--- config.mk ---
export PLATFORM = sky130hd
export DESIGN_NAME = periodic_timer
export DESIGN_NICKNAME = d
export VERILOG_FILES = /design/src/logic/periodic_timer_pkg.sv /design/src/logic/periodic_timer.sv /design/src/logic/pin_sync.sv
export SDC_FILE = /design/constraint.sdc
export NUM_CORES = 1
export LEC_CHECK = 0
export ABC_AREA = 1
export BUFFER_PORTS_ARGS = -buffer_cell sky130_fd_sc_hd__buf_4
export CAP_MARGIN = 20
export CORE_MARGIN = 1.5
export CORE_UTILIZATION = 61
export DETAILED_ROUTE_END_ITERATION = 12
export PLACE_DENSITY = 0.84
export REMOVE_ABC_BUFFERS = 1
export SLEW_MARGIN = 20
export SYNTH_ARGS = -nofsm -noshare
export SYNTH_HDL_FRONTEND = slang
export SYNTH_SLANG_ARGS = --single-unit
--- constraint.sdc ---
create_clock -name clk_i -period 3.9 [get_ports clk_i]
set_input_delay 0.975 -clock clk_i [delete_from_list [all_inputs] [get_ports clk_i]]
set_output_delay 0.975 -clock clk_i [all_outputs]
set_load 0.01 [all_outputs]
--- src/logic/periodic_timer_pkg.sv ---
// package: register map, field positions, reset values and clock figures of the periodic timer
package periodic_timer_pkg;
  // register offsets (byte addresses on the plain register port)
  localparam logic [3:0] ADDR_CTRL0   = 4'h0;
  localparam logic [3:0] ADDR_CTRL1   = 4'h1;
  localparam logic [3:0] ADDR_CNT_LO  = 4'h2;
  localparam logic [3:0] ADDR_CNT_HI  = 4'h3;
  localparam logic [3:0] ADDR_CMPA_LO = 4'h4;
  localparam logic [3:0] ADDR_CMPA_HI = 4'h5;
  localparam logic [3:0] ADDR_CMPP_LO = 4'h6;
  localparam logic [3:0] ADDR_CMPP_HI = 4'h7;
  localparam logic [3:0] ADDR_IRQ_ST  = 4'h8;
  localparam logic [3:0] ADDR_IRQ_CLR = 4'h9;
  localparam logic [3:0] ADDR_IRQ_EN  = 4'hA;
  // control register 0 fields
  localparam int HOLD_BIT    = 7;
  localparam int CKSEL_MSB   = 6;
  localparam int CKSEL_LSB   = 4;
  localparam int RUN_BIT     = 3;
  // control register 1 fields
  localparam int MODE_MSB    = 7;
  localparam int MODE_LSB    = 6;
  localparam int PINACT_MSB  = 5;
  localparam int PINACT_LSB  = 4;
  localparam int INITLVL_BIT = 3;
  localparam int INVERT_BIT  = 2;
  localparam int CLRSEL_BIT  = 0;
  // interrupt status bits
  localparam int IRQ_A_BIT   = 0;
  localparam int IRQ_P_BIT   = 1;
  // reset values and control register 0 writable-bit mask
  localparam logic [7:0] CTRL0_RST   = 8'h00;
  localparam logic [7:0] CTRL1_RST   = 8'h00;
  localparam logic [7:0] CTRL0_MASK  = 8'hF8;
  // clock select codes
  localparam logic [2:0] CK_SYS_DIV4  = 3'h0;
  localparam logic [2:0] CK_SYS       = 3'h1;
  localparam logic [2:0] CK_HIGH_16   = 3'h2;
  localparam logic [2:0] CK_HIGH_64   = 3'h3;
  localparam logic [2:0] CK_SUB_A     = 3'h4;
  localparam logic [2:0] CK_SUB_B     = 3'h5;
  localparam logic [2:0] CK_EXT_RISE  = 3'h6;
  localparam logic [2:0] CK_EXT_FALL  = 3'h7;
  // prescaler divide counts
  localparam int DIV_SYS  = 4;
  localparam int DIV_H16  = 16;
  localparam int DIV_H64  = 64;
  // operating mode codes
  localparam logic [1:0] MODE_CMP_OUT = 2'h0;
  localparam logic [1:0] MODE_UNDEF   = 2'h1;
  localparam logic [1:0] MODE_PWM     = 2'h2;
  localparam logic [1:0] MODE_TIMER   = 2'h3;
  // pin action codes
  localparam logic [1:0] ACT_NONE     = 2'h0;
  localparam logic [1:0] ACT_LOW      = 2'h1;
  localparam logic [1:0] ACT_HIGH     = 2'h2;
  localparam logic [1:0] ACT_TOGGLE   = 2'h3;
  // system clock
  localparam int CLK_HZ = 40_000_000;
endpackage

--- src/logic/periodic_timer.sv ---
// module: periodic timer core with count-up counter, two comparators and output pin
//
// Strobed register access and the address map are this design's own decisions.
`timescale 1ns/1ps
module periodic_timer
  import periodic_timer_pkg::*;
#(
  parameter int CNT_W = 16
) (
  // clock, reset, enable
  input  wire logic       clk_i,
  input  wire logic       arst_n_i,
  input  wire logic       ce_i,
  // register port
  input  wire logic [3:0] addr_i,
  input  wire logic [7:0] wdata_i,
  input  wire logic       wr_i,
  input  wire logic       rd_i,
  output logic      [7:0] rdata_o,
  // auxiliary clock ticks, on clk_i
  input  wire logic       high_tick_i,
  input  wire logic       sub_tick_i,
  // pins
  input  wire logic       ext_count_i,
  output logic            timer_output_pin_o,
  output logic            timer_output_pin_n_o,
  output logic            irq_o
);
  // ==========================================================
  // reset release
  logic [1:0] rst_sync_reg;
  logic       rst_n;

  // two-flop release of the asynchronous reset
  always_ff @(posedge clk_i or negedge arst_n_i) begin
    if (!arst_n_i) begin
      rst_sync_reg <= 2'h0;
    end else begin
      rst_sync_reg <= {rst_sync_reg[0], 1'b1};
    end
  end
  assign rst_n = rst_sync_reg[1];
  // ==========================================================
  // registers
  logic [7:0]       ctrl0_reg;
  logic [7:0]       ctrl1_reg;
  logic [CNT_W-1:0] count_reg;
  logic [CNT_W-1:0] cmpa_reg;
  logic [CNT_W-1:0] cmpp_reg;
  logic [7:0]       cmpa_buf_reg;
  logic [7:0]       cmpp_buf_reg;
  logic [7:0]       rd_buf_reg;
  logic [1:0]       irq_st_reg;
  logic [1:0]       irq_en_reg;
  logic [7:0]       rdata_reg;
  logic             pin_reg;
  logic             run_d_reg;
  logic [1:0]       presc_reg;
  logic [5:0]       hpresc_reg;
  logic             hold;
  logic             run;
  logic [2:0]       ck_sel;
  logic [1:0]       mode;
  logic [1:0]       pin_act;
  logic             run_rise;
  logic             tick;
  logic             match_a;
  logic             match_p;
  logic             overflow;
  logic             clear_cnt;
  logic             ext_rise;
  logic             ext_fall;
  logic [7:0]       cnt_hi;
  logic [7:0]       cmpa_hi;
  logic [7:0]       cmpp_hi;

  assign hold    = ctrl0_reg[HOLD_BIT];
  assign run     = ctrl0_reg[RUN_BIT];
  assign ck_sel  = ctrl0_reg[CKSEL_MSB:CKSEL_LSB];
  assign mode    = ctrl1_reg[MODE_MSB:MODE_LSB];
  assign pin_act = ctrl1_reg[PINACT_MSB:PINACT_LSB];
  assign run_rise = run && !run_d_reg;

  // ==========================================================
  // external pin synchroniser
  pin_sync u_ext_sync (
    .clk_i   (clk_i),
    .rst_n_i (rst_n),
    .ce_i    (ce_i),
    .pin_i   (ext_count_i),
    .level_o (),
    .rise_o  (ext_rise),
    .fall_o  (ext_fall)
  );

  // prescalers: system cycles and high ticks counted apart, so /16 and /64 follow the high clock
  always_ff @(posedge clk_i or negedge rst_n) begin
    if (!rst_n) begin
      presc_reg  <= 2'h0;
      hpresc_reg <= 6'h00;
    end else if (ce_i) begin
      presc_reg  <= presc_reg + 2'h1;
      hpresc_reg <= hpresc_reg + 6'(high_tick_i);
    end
  end

  // counter clock select
  always_comb begin
    case (ck_sel)
      CK_SYS_DIV4: tick = (presc_reg == 2'(DIV_SYS - 1));
      CK_SYS:      tick = 1'b1;
      CK_HIGH_16:  tick = high_tick_i && (hpresc_reg[3:0] == 4'(DIV_H16 - 1));
      CK_HIGH_64:  tick = high_tick_i && (hpresc_reg == 6'(DIV_H64 - 1));
      CK_SUB_A,
      CK_SUB_B:    tick = sub_tick_i;
      CK_EXT_RISE: tick = ext_rise;
      CK_EXT_FALL: tick = ext_fall;
      default:     tick = 1'b0;
    endcase
  end

  // ==========================================================
  // comparators and clear
  assign match_a   = run && (count_reg == cmpa_reg);
  assign match_p   = run && (count_reg == cmpp_reg) && (cmpp_reg != '0);
  assign overflow  = run && tick && !hold && (&count_reg) && (cmpp_reg == '0);
  assign clear_cnt = ctrl1_reg[CLRSEL_BIT] ? match_a : (match_p || overflow);

  // counter: no software write path
  always_ff @(posedge clk_i or negedge rst_n) begin
    if (!rst_n) begin
      count_reg <= '0;
    end else if (ce_i) begin
      if (run_rise) begin
        count_reg <= '0;
      end else if (run && tick && !hold) begin
        if (clear_cnt) begin
          count_reg <= '0;
        end else begin
          count_reg <= count_reg + 1'b1;
        end
      end
    end
  end

  // run bit delayed for edge detection
  always_ff @(posedge clk_i or negedge rst_n) begin
    if (!rst_n) begin
      run_d_reg <= 1'b0;
    end else if (ce_i) begin
      run_d_reg <= run;
    end
  end

  // ==========================================================
  // output pin control
  always_ff @(posedge clk_i or negedge rst_n) begin
    if (!rst_n) begin
      pin_reg <= 1'b0;
    end else if (ce_i) begin
      if (run_rise) begin
        pin_reg <= ctrl1_reg[INITLVL_BIT];
      end else if (mode == MODE_CMP_OUT && match_a && tick && !hold) begin
        case (pin_act)
          ACT_LOW:    pin_reg <= 1'b0;
          ACT_HIGH:   pin_reg <= 1'b1;
          ACT_TOGGLE: pin_reg <= !pin_reg;
          default:    pin_reg <= pin_reg;
        endcase
      end else if (mode == MODE_PWM) begin
        case (pin_act)
          ACT_NONE: pin_reg <= !ctrl1_reg[INITLVL_BIT];
          ACT_LOW:  pin_reg <= ctrl1_reg[INITLVL_BIT];
          default:  pin_reg <= pin_reg;
        endcase
      end
    end
  end

  // output drive with inversion outside timer mode; timer mode drives pin_reg uninverted
  always_ff @(posedge clk_i or negedge rst_n) begin
    if (!rst_n) begin
      timer_output_pin_o   <= 1'b0;
      timer_output_pin_n_o <= 1'b1;
    end else if (ce_i) begin
      if (mode == MODE_TIMER) begin
        timer_output_pin_o   <= pin_reg;
        timer_output_pin_n_o <= !pin_reg;
      end else begin
        timer_output_pin_o   <= pin_reg ^ ctrl1_reg[INVERT_BIT];
        timer_output_pin_n_o <= !(pin_reg ^ ctrl1_reg[INVERT_BIT]);
      end
    end
  end

  // ==========================================================
  // interrupt status: set wins over clear
  always_ff @(posedge clk_i or negedge rst_n) begin
    if (!rst_n) begin
      irq_st_reg <= 2'h0;
    end else if (ce_i) begin
      for (int i = 0; i < 2; i++) begin
        if (i == IRQ_A_BIT && match_a && tick && !hold) begin
          irq_st_reg[i] <= 1'b1;
        end else if (i == IRQ_P_BIT && (match_p || overflow) && tick && !hold) begin
          irq_st_reg[i] <= 1'b1;
        end else if (wr_i && addr_i == ADDR_IRQ_CLR && wdata_i[i]) begin
          irq_st_reg[i] <= 1'b0;
        end
      end
    end
  end

  always_ff @(posedge clk_i or negedge rst_n) begin
    if (!rst_n) begin
      irq_o <= 1'b0;
    end else if (ce_i) begin
      irq_o <= |(irq_st_reg & irq_en_reg);
    end
  end

  // ==========================================================
  // register writes
  always_ff @(posedge clk_i or negedge rst_n) begin
    if (!rst_n) begin
      ctrl0_reg  <= CTRL0_RST;
      ctrl1_reg  <= CTRL1_RST;
      irq_en_reg <= 2'h0;
    end else if (ce_i && wr_i) begin
      case (addr_i)
        ADDR_CTRL0:  ctrl0_reg  <= wdata_i & CTRL0_MASK;
        ADDR_CTRL1:  ctrl1_reg  <= wdata_i;
        ADDR_IRQ_EN: irq_en_reg <= wdata_i[1:0];
        default:     ctrl0_reg  <= ctrl0_reg;
      endcase
    end
  end

  // compare pairs: low byte waits in a buffer until the high write
  always_ff @(posedge clk_i or negedge rst_n) begin
    if (!rst_n) begin
      cmpa_reg     <= '0;
      cmpp_reg     <= '0;
      cmpa_buf_reg <= 8'h00;
      cmpp_buf_reg <= 8'h00;
    end else if (ce_i && wr_i) begin
      case (addr_i)
        ADDR_CMPA_LO: cmpa_buf_reg <= wdata_i;
        ADDR_CMPP_LO: cmpp_buf_reg <= wdata_i;
        ADDR_CMPA_HI: cmpa_reg <= CNT_W'({wdata_i, cmpa_buf_reg});
        ADDR_CMPP_HI: cmpp_reg <= CNT_W'({wdata_i, cmpp_buf_reg});
        default:      cmpa_buf_reg <= cmpa_buf_reg;
      endcase
    end
  end

  // ==========================================================
  // register reads: high read latches low byte into a buffer
  assign cnt_hi  = 8'({8'h00, count_reg} >> 8);
  assign cmpa_hi = 8'({8'h00, cmpa_reg} >> 8);
  assign cmpp_hi = 8'({8'h00, cmpp_reg} >> 8);

  always_ff @(posedge clk_i or negedge rst_n) begin
    if (!rst_n) begin
      rd_buf_reg <= 8'h00;
    end else if (ce_i && rd_i) begin
      case (addr_i)
        ADDR_CNT_HI:  rd_buf_reg <= count_reg[7:0];
        ADDR_CMPA_HI: rd_buf_reg <= cmpa_reg[7:0];
        ADDR_CMPP_HI: rd_buf_reg <= cmpp_reg[7:0];
        default:      rd_buf_reg <= rd_buf_reg;
      endcase
    end
  end

  // read data stands only in the cycle after the strobe
  always_ff @(posedge clk_i or negedge rst_n) begin
    if (!rst_n) begin
      rdata_reg <= 8'h00;
    end else if (ce_i) begin
      rdata_reg <= 8'h00;
      if (rd_i) begin
        case (addr_i)
          ADDR_CTRL0:   rdata_reg <= ctrl0_reg & CTRL0_MASK;
          ADDR_CTRL1:   rdata_reg <= ctrl1_reg;
          ADDR_CNT_LO:  rdata_reg <= rd_buf_reg;
          ADDR_CNT_HI:  rdata_reg <= cnt_hi;
          ADDR_CMPA_LO: rdata_reg <= rd_buf_reg;
          ADDR_CMPA_HI: rdata_reg <= cmpa_hi;
          ADDR_CMPP_LO: rdata_reg <= rd_buf_reg;
          ADDR_CMPP_HI: rdata_reg <= cmpp_hi;
          ADDR_IRQ_ST:  rdata_reg <= {6'h00, irq_st_reg};
          ADDR_IRQ_EN:  rdata_reg <= {6'h00, irq_en_reg};
          default:      rdata_reg <= 8'h00;
        endcase
      end
    end
  end
  assign rdata_o = rdata_reg;

  // ==========================================================
  // checks
  property p_run_rise_zero;
    @(posedge clk_i) disable iff (!rst_n)
    (ce_i && run_rise) |=> (count_reg == '0);
  endproperty
  a_run_rise_zero: assert property (p_run_rise_zero) else $error("run rise did not zero counter");

  property p_hold_freeze;
    @(posedge clk_i) disable iff (!rst_n)
    (ce_i && hold && !run_rise) |=> $stable(count_reg);
  endproperty
  a_hold_freeze: assert property (p_hold_freeze) else $error("counter moved while held");

  property p_off_freeze;
    @(posedge clk_i) disable iff (!rst_n)
    (!run && !run_d_reg) |=> $stable(count_reg);
  endproperty
  a_off_freeze: assert property (p_off_freeze) else $error("counter moved while off");

  property p_clear_match;
    @(posedge clk_i) disable iff (!rst_n)
    (ce_i && !run_rise && run && tick && !hold && clear_cnt) |=> (count_reg == '0);
  endproperty
  a_clear_match: assert property (p_clear_match) else $error("match did not clear counter");

  property p_count_up;
    @(posedge clk_i) disable iff (!rst_n)
    (ce_i && !run_rise && run && tick && !hold && !clear_cnt)
      |=> (count_reg == $past(count_reg) + 1'b1);
  endproperty
  a_count_up: assert property (p_count_up) else $error("counter did not step");

  property p_flag_a;
    @(posedge clk_i) disable iff (!rst_n)
    (ce_i && match_a && tick && !hold) |=> irq_st_reg[IRQ_A_BIT] ##1 irq_o || !irq_en_reg[0];
  endproperty
  a_flag_a: assert property (p_flag_a) else $error("A flag not set");

  property p_ctrl0_low;
    @(posedge clk_i) disable iff (!rst_n)
    (ce_i && rd_i && addr_i == ADDR_CTRL0) |=> (rdata_o[2:0] == 3'h0);
  endproperty
  a_ctrl0_low: assert property (p_ctrl0_low) else $error("reserved bits read nonzero");

  property p_pin_init;
    @(posedge clk_i) disable iff (!rst_n)
    (ce_i && run_rise) |=> (pin_reg == $past(ctrl1_reg[INITLVL_BIT]));
  endproperty
  a_pin_init: assert property (p_pin_init) else $error("pin not at initial level");
endmodule

--- src/logic/pin_sync.sv ---
// module: three-stage input synchroniser with agreement-based edge detection
`timescale 1ns/1ps
module pin_sync (
  // clock and reset
  input  wire logic clk_i,
  input  wire logic rst_n_i,
  input  wire logic ce_i,
  // raw pin and results
  input  wire logic pin_i,
  output logic      level_o,
  output logic      rise_o,
  output logic      fall_o
);
  logic [2:0] stage_reg;
  logic       level_reg;

  // three flip-flops; first stage only feeds the second
  always_ff @(posedge clk_i or negedge rst_n_i) begin
    if (!rst_n_i) begin
      stage_reg <= 3'h0;
    end else if (ce_i) begin
      stage_reg <= {stage_reg[1:0], pin_i};
    end
  end

  // a change counts once stages two and three agree
  always_ff @(posedge clk_i or negedge rst_n_i) begin
    if (!rst_n_i) begin
      level_reg <= 1'b0;
    end else if (ce_i && (stage_reg[1] == stage_reg[2])) begin
      level_reg <= stage_reg[2];
    end
  end

  assign level_o = level_reg;
  assign rise_o  = ce_i && (stage_reg[1] == stage_reg[2]) && stage_reg[2] && !level_reg;
  assign fall_o  = ce_i && (stage_reg[1] == stage_reg[2]) && !stage_reg[2] && level_reg;
endmodule

Word-level counts from Yosys, hierarchy flattened
Cells that the tools add are included.
{"block": "totals", "register_bits": 116, "inputBits": 20, "output_inout_bits": 11, "elab_cells": 138}
{"block": "classes", "n_addsub": 3, "bitwise_logic": 2, "eq_ne": 29, "mux": 19, "reduce_logical": 63}
{"op": "8-bit one-hot mux with 8 select lines", "count": 1}
{"op": "16-bit two-way mux", "count": 3}
{"op": "16-bit equality test", "count": 2}
{"op": "1-bit logical AND", "count": 27}
{"op": "8-bit one-hot mux with 3 select lines", "count": 1}
{"op": "2-bit AND reduction", "count": 11}
{"op": "16-bit by 1-bit adder with 16-bit output, second input constant", "count": 1}
{"op": "4-bit by 3-bit equality test with 1-bit output, second input constant", "count": 4}
{"op": "4-bit equality test, second input constant", "count": 4}
{"op": "16-bit logical NOT", "count": 1}
{"op": "16-bit AND reduction", "count": 1}
{"op": "16-bit nonzero test", "count": 1}
{"op": "3-bit equality test, second input constant", "count": 4}
{"op": "2-bit equality test, second input constant", "count": 5}
{"op": "1-bit two-way mux", "count": 10}
{"op": "4-bit by 2-bit equality test with 1-bit output, second input constant", "count": 2}
{"op": "8-bit two-way mux", "count": 1}
{"op": "1-bit logical NOT", "count": 7}
{"op": "1-bit one-hot mux with 7 select lines", "count": 1}
{"op": "6-bit by 1-bit adder with 6-bit output", "count": 1}
{"op": "3-bit by 2-bit equality test with 1-bit output, second input constant", "count": 2}
{"op": "6-bit equality test, second input constant", "count": 1}
{"op": "2-bit nonzero test", "count": 3}
{"op": "3-bit nonzero test", "count": 2}
{"op": "other kinds (18)", "count": 20}

Logic depth before layout (Yosys ltp)
{"block": "logic_depth", "ltp_word": 14, "mapped_depth": 15, "depth_no_buf": 14}

By module
A second synthesis with hierarchy kept.
{"block": "hier_totals", "cells_unflattened": 847, "hier_area_um2": 6521.3}
{"mod": "periodic_timer", "cells_per_inst": 825, "instances": 1, "area_per_inst_um2": 6329.8, "seq_area_each_um2": 2803.9}
{"mod": "pin_sync", "cells_per_inst": 22, "instances": 1, "area_per_inst_um2": 191.4, "seq_area_each_um2": 100.1}

Worst setup path before layout
OpenSTA, ideal clock, no wires.
{"block": "synth_path", "kind": "input port to flip-flop", "from": "in addr_i[0]", "to": "reg rdata_reg[1] (netlist: rdata_o[1])", "path_stages": 10, "setup_slack_ps": 1634, "arrival_time_ps": 2182, "setup_time_ps": 83, "n_path_buf": 1, "required_time_ps": 3817, "cell_sequence": "buf_2 -> inv_1 -> nor2_1 -> inv_1 -> nor2_2 -> inv_1 -> o22ai_1 -> a21oi_1 -> nor3b_1 -> o21ai_0"}
{"block": "synth_via", "elab_chain_len": 4, "elab_cells_between_ends": 13, "classes_between": "eq/ne (9); mux (2); reduce/logical (2)"}
{"item": "start, declared", "line_no": "periodic_timer.sv:15", "source": "input wire logic [3:0] addr_i,"}
{"item": "4-bit by 3-bit equality test with 1-bit output / 4-bit by 2-bit equality test with 1-bit output (equally long branches)", "line_no": "periodic_timer.sv:283", "source": "case (addr_i)"}
{"item": "3-bit OR reduction (no source line)"}
{"item": "8-bit one-hot mux with 8 select lines *", "line_no": "periodic_timer.sv:283"}
{"item": "8-bit two-way mux *", "line_no": "periodic_timer.sv:282", "source": "if (rd_i) begin"}
{"item": "end signal, assigned", "line_no": "periodic_timer.sv:284", "source": "ADDR_CTRL0: rdata_reg <= ctrl0_reg & CTRL0_MASK;"}
{"item": "end signal, assigned", "line_no": "periodic_timer.sv:285", "source": "ADDR_CTRL1: rdata_reg <= ctrl1_reg;"}
{"item": "end signal, assigned", "line_no": "periodic_timer.sv:286", "source": "ADDR_CNT_LO: rdata_reg <= rd_buf_reg;"}
{"item": "end, declared", "line_no": "periodic_timer.sv:55", "source": "logic [7:0] rdata_reg;"}
Every way passes the cells marked *; elsewhere a longest branch is shown, timed or not.
A chain may end at the register's enable or synchronous reset.

Worst setup path after layout
{"block": "layout_path", "from": "in ce_i", "to": "reg count_reg[6]"}
{"block": "layout_via", "elab_chain_len": 13, "elab_cells_between_ends": 17, "classes_between": "mux (5); reduce/logical (12)"}
{"item": "start, declared", "line_no": "periodic_timer.sv:13", "source": "input wire logic ce_i,"}
{"item": "1-bit logical AND", "line_no": "pin_sync.sv:36, pin_sync.sv:37"}
{"item": "1-bit logical AND (on tied branches) (2 in a row)", "line_no": "pin_sync.sv:37, pin_sync.sv:36"}
{"item": "1-bit one-hot mux with 7 select lines", "line_no": "periodic_timer.sv:109", "source": "case (ck_sel)"}
{"item": "1-bit logical AND (2 in a row)", "line_no": "periodic_timer.sv:126, periodic_timer.sv:136"}
{"item": "1-bit logical AND (2 in a row)", "line_no": "periodic_timer.sv:126", "source": "assign overflow = run && tick && !hold && (&count_reg) && (cmpp_reg == '0);"}
{"item": "1-bit logical OR", "line_no": "periodic_timer.sv:127", "source": "assign clear_cnt = ctrl1_reg[CLRSEL_BIT] ? match_a : (match_p || overflow);"}
{"item": "1-bit two-way mux", "line_no": "periodic_timer.sv:127"}
{"item": "16-bit two-way mux", "line_no": "periodic_timer.sv:137", "source": "if (clear_cnt) begin"}
{"item": "16-bit two-way mux", "line_no": "periodic_timer.sv:136", "source": "end else if (run && tick && !hold) begin"}
{"item": "16-bit two-way mux", "line_no": "periodic_timer.sv:134", "source": "if (run_rise) begin"}
{"item": "end signal, assigned", "line_no": "periodic_timer.sv:140", "source": "count_reg <= count_reg + 1'b1;"}
{"item": "end, declared", "line_no": "periodic_timer.sv:47", "source": "logic [CNT_W-1:0] count_reg;"}
Several ways; a longest one is shown, not always the timed one. The select of a mux whose other input is x is not followed.

==> reports/qor.log <==
qor: worst_hold_path.worstHoldPathType primary input to async pin
qor: drt.drt_first_pass_iters 5
qor: clock_tree.clk_path_buf_depth 2
qor: timing.highest_achievable_clock_rate 0.420 GHz
qor: finish.nNetsFinal 835
qor: drt.vias 5645
qor: timing.final.setup.tns 0 ps
qor: timing.finalHoldViolCount 0
qor: global_route.use_met1 48.3%
qor: synth.share_of_flip_flops_with_an_asynchronous_set_or_reset 100%
qor: global_route.globalRouteTotalUtil 34.7%
qor: job.drv.max_cap_violation_count 0
qor: worst_setup_path.critical_path_start_end_classification primary input to flip-flop
qor: die.die_x 103 um
qor: worst_setup_path.critPathRequiredTime 4370 ps
qor: global_route.gr_util_met3 6.64%
qor: synth.gate_count_post_synth 784
qor: worst_setup_path.timing.rr.start count_reg[1]
qor: power_and_ir_drop.power_density 539 mW/mm^2
qor: synth.synth_top_flop_cell sky130_fd_sc_hd__dfrtp_1
qor: finish.multi_input_comb_area 0.00271 mm^2
qor: timing.post-route-period-util 61.1%
qor: global_route.grt_start_max_net_pins 71
qor: synth.synth.area.top_cells sky130_fd_sc_hd__dfrtp_1 (48%), sky130_fd_sc_hd__nand2_1 (14%), sky130_fd_sc_hd__o21ai_0 (6.9%), sky130_fd_sc_hd__inv_1 (5.2%), sky130_fd_sc_hd__nor2_1 (4.6%)
qor: finish.flow.area_growth_from_synthesis 14.2%
qor: synth.synth_area 0.00605 mm^2
qor: die.die_height 103 um
qor: clock_tree.clock_insertion_delay_worst_skew 530 ps
qor: worst_setup_path.worst_ep_arrival_time 2850 ps
qor: finish.register_area 0.00291 mm^2
qor: timing.timing_worst_slew_pin_value 988 ps
qor: drt.wirelength 17000 um
qor: timing.unrepaired_setup_endpoints_after_global_routing no
qor: timing.fin_skew 8.41 ps
qor: drt.remaining_number_of_nets_flagged_by_the_antenna_check_after_routing 0
qor: synth.count_of_different_cell_masters_after_synthesis 43
qor: synth.synth_most_common_cell sky130_fd_sc_hd__nand2_1
qor: clock_tree.sink_count_of_the_clock_tree 116
qor: clock_tree.cts_tree done
qor: worst_setup_path.crit_path_max_fanout 24
qor: die.dieArea 0.0105 mm^2
qor: timing.maxSlewHeadroom 33.9%
qor: die.initial_core_util 62.4%
qor: die.design.core.area 0.00968 mm^2
qor: die.rows 36
qor: synth.ys_seq_area_share 48.0%
qor: synth.synth.top_cell.area_share 47.6%
qor: global_route.grt_antenna_before_repair 0
qor: clock_tree.cts-root-buf sky130_fd_sc_hd__clkbuf_8
qor: synth.synthesis.yosys.warnings 0
qor: global_route.grt_most_used_layer met2
qor: placed_design.dp_hpwl 12000 um
qor: finish.num_antenna_cells 0
qor: drt.routed_wire_length_per_instance 17.7 um
qor: synth.synth_common_cells sky130_fd_sc_hd__nand2_1 (223), sky130_fd_sc_hd__dfrtp_1 (115), sky130_fd_sc_hd__inv_1 (83), sky130_fd_sc_hd__o21ai_0 (83), sky130_fd_sc_hd__nor2_1 (74)
qor: clock_tree.cts_resized 0
qor: global_route.grt_pass1_vias 5359
qor: clock_tree.cts-htree-levels 4
qor: global_route.global_route_wire_length_before_repair 27000 um
qor: finish.share_of_cells_above_drive_strength_1 10.8%
qor: drt.remaining_drc_errors 0
qor: drt.avg_vias_per_cell 5.90
qor: clock_tree.cts_setup_buffers 0
qor: die.ioPinCount 31
qor: placed_design.place_congestion 1.00
qor: global_route.groute.layer.met2.usage 52.0%
qor: worst_setup_path.setup.worst_path.end_class flip-flop
qor: synth.count_of_flip_flops_with_a_built_in_enable_after_synthesis 0
qor: global_route.globalRoute.totalOverflow 0
qor: power_and_ir_drop.cellLeakagePower 3.36 nW
qor: synth.synth-seq-cells 116
qor: worst_setup_path.worst_setup_path_startpoint ce_i
qor: clock_tree.cts.clk_slew.worst_paths 50 ps
qor: clock_tree.ctsHoldBuffers 0
qor: worst_setup_path.reg2reg_setup_slack 1540 ps
qor: finish.fillerInstances 783
qor: status.run_status finished, final reports clean
qor: timing.final-max-slew-violation-count 0
qor: timing.post-route-min-period 2380 ps
qor: synth.postSynthAreaPerCell 7.71 um^2
qor: power_and_ir_drop.irDropWorstVdd 0.390 mV
qor: power_and_ir_drop.totalPowerFinal 3.72 mW
qor: clock_tree.cts_made_buffers 17
qor: placed_design.port_buffer_count 30
qor: drt.dr.first_iter.drc_count 531
qor: worst_setup_path.reg2reg_depth 12
qor: worst_setup_path.startpoint_type primary input
qor: worst_setup_path.worst_r2r_endpoint count_reg[9]
qor: timing.report.final.setup_viol 0
qor: synth.synth_top_area_cell sky130_fd_sc_hd__dfrtp_1
==> worst max path at each step <==
stage | end | slack, ps
2_1_floorplan | cmpa_buf_reg[0] | 430
3_3_place_gp | count_reg[3] | 1160
3_5_place_dp | count_reg[5] | 1070
4_1_cts | count_reg[6] | 1560
5_1_grt | count_reg[10] | 1320
6_report | count_reg[6] | 1520
==> cells in the final DEF (no fill, tap or decap), types with 2 or more instances in the layout <==
cell,synthesis,final
sky130_fd_sc_hd__nand4_1,13,13
sky130_fd_sc_hd__clkbuf_16,0,16
sky130_fd_sc_hd__clkinv_2,0,2
sky130_fd_sc_hd__inv_2,3,3
sky130_fd_sc_hd__clkbuf_8,0,3
sky130_fd_sc_hd__clkbuf_1,15,2
sky130_fd_sc_hd__xor2_1,17,17
sky130_fd_sc_hd__nor2_2,2,2
sky130_fd_sc_hd__nand2_1,223,223
sky130_fd_sc_hd__nand2_2,2,2
sky130_fd_sc_hd__ha_1,4,4
sky130_fd_sc_hd__a21oi_1,32,32
sky130_fd_sc_hd__a211oi_1,2,2
sky130_fd_sc_hd__o21ai_0,83,83
sky130_fd_sc_hd__o2111ai_1,2,2
sky130_fd_sc_hd__nor3b_1,3,3
sky130_fd_sc_hd__nand3_1,45,45
sky130_fd_sc_hd__nor2_1,74,74
sky130_fd_sc_hd__xnor2_1,5,5
sky130_fd_sc_hd__o22ai_1,12,12
sky130_fd_sc_hd__buf_4,0,33
sky130_fd_sc_hd__mux2_2,9,9
sky130_fd_sc_hd__inv_1,83,83
sky130_fd_sc_hd__nor3_1,8,8
sky130_fd_sc_hd__dfrtp_1,115,114
sky130_fd_sc_hd__clkinvlp_4,0,6
sky130_fd_sc_hd__o221ai_1,2,2
sky130_fd_sc_hd__or2_2,3,3
==> final cells by class <==
class                           instances  area share [%]
Sequential cell                       116            42.1
Multi-Input combinational cell        557            39.2
Clock buffer                           21            6.51
Inverter                               86            4.68
Timing Repair Buffer                   33            3.59
Tap cell                              133            2.41
Clock inverter                         11            1.49
==> critical path, cell delays in order <==
cell,delay [ps]
sky130_fd_sc_hd__buf_4,240
sky130_fd_sc_hd__inv_2,220
sky130_fd_sc_hd__nor3_2,140
sky130_fd_sc_hd__nand3_1,90
sky130_fd_sc_hd__nand2_1,60
sky130_fd_sc_hd__nor2_1,60
sky130_fd_sc_hd__nor2_4,150
sky130_fd_sc_hd__nand2_2,100
sky130_fd_sc_hd__nor3_4,360
sky130_fd_sc_hd__inv_2,130
sky130_fd_sc_hd__nor2_1,130
sky130_fd_sc_hd__nand2_1,90
sky130_fd_sc_hd__nand2_1,70
==> report_power, final <==
group / internal, mW / leakage, nW / switching, mW / total (mW)
sequential: 1.41 / 1.50 / 0.224 / 1.64
clock: 0.877 / 0.253 / 0.564 / 1.44
combinational: 0.250 / 1.61 / 0.396 / 0.646
total: 2.54 / 3.36 / 1.18 / 3.72
==> per-stage QoR <==
step | setup slack, ps | instance area, um^2 | utilization [%] | hold WS, ps | std cells
finish | 1520 | 6900 | 71.3 | 215 | 957
global route | 1320 | 6900 | 71.3 | 207 | 957
CTS | 1560 | 6900 | 71.3 | 197 | 957
detailed placement | 1070 | 6350 | 65.6 | 336 | 925
global placement | 1160 | 6350 | 65.6 | 342 | 925
floorplan | 431 | 5930 | - | 331 | 759
==> metal layers <==
| layer | share of wire [%] | wire [um] | vias up |
|---|---|---|---|
| li1 | - | - | 2605 |
| met4 | 3.4 | 584 | 0 |
| met3 | 8.6 | 1460 | 55 |
| met5 | 0 | 0 | - |
| met1 | 43 | 7210 | 2671 |
| met2 | 45 | 7700 | 314 |
==> kinds of logic (layout without fill, tap and decap cells) <==
group	Yosys count	after routing	synth area share [%]
other cells	1	1	0.0620
compound gates	143	143	12.9
buf+inv	111	151	7.20
flops	116	116	48.0
mux	9	9	1.68
xor+xnor	22	22	3.19
simple gates	378	378	26.1
fa+ha+maj	4	4	0.828
Note: power is estimated with default switching activity, not from simulation.
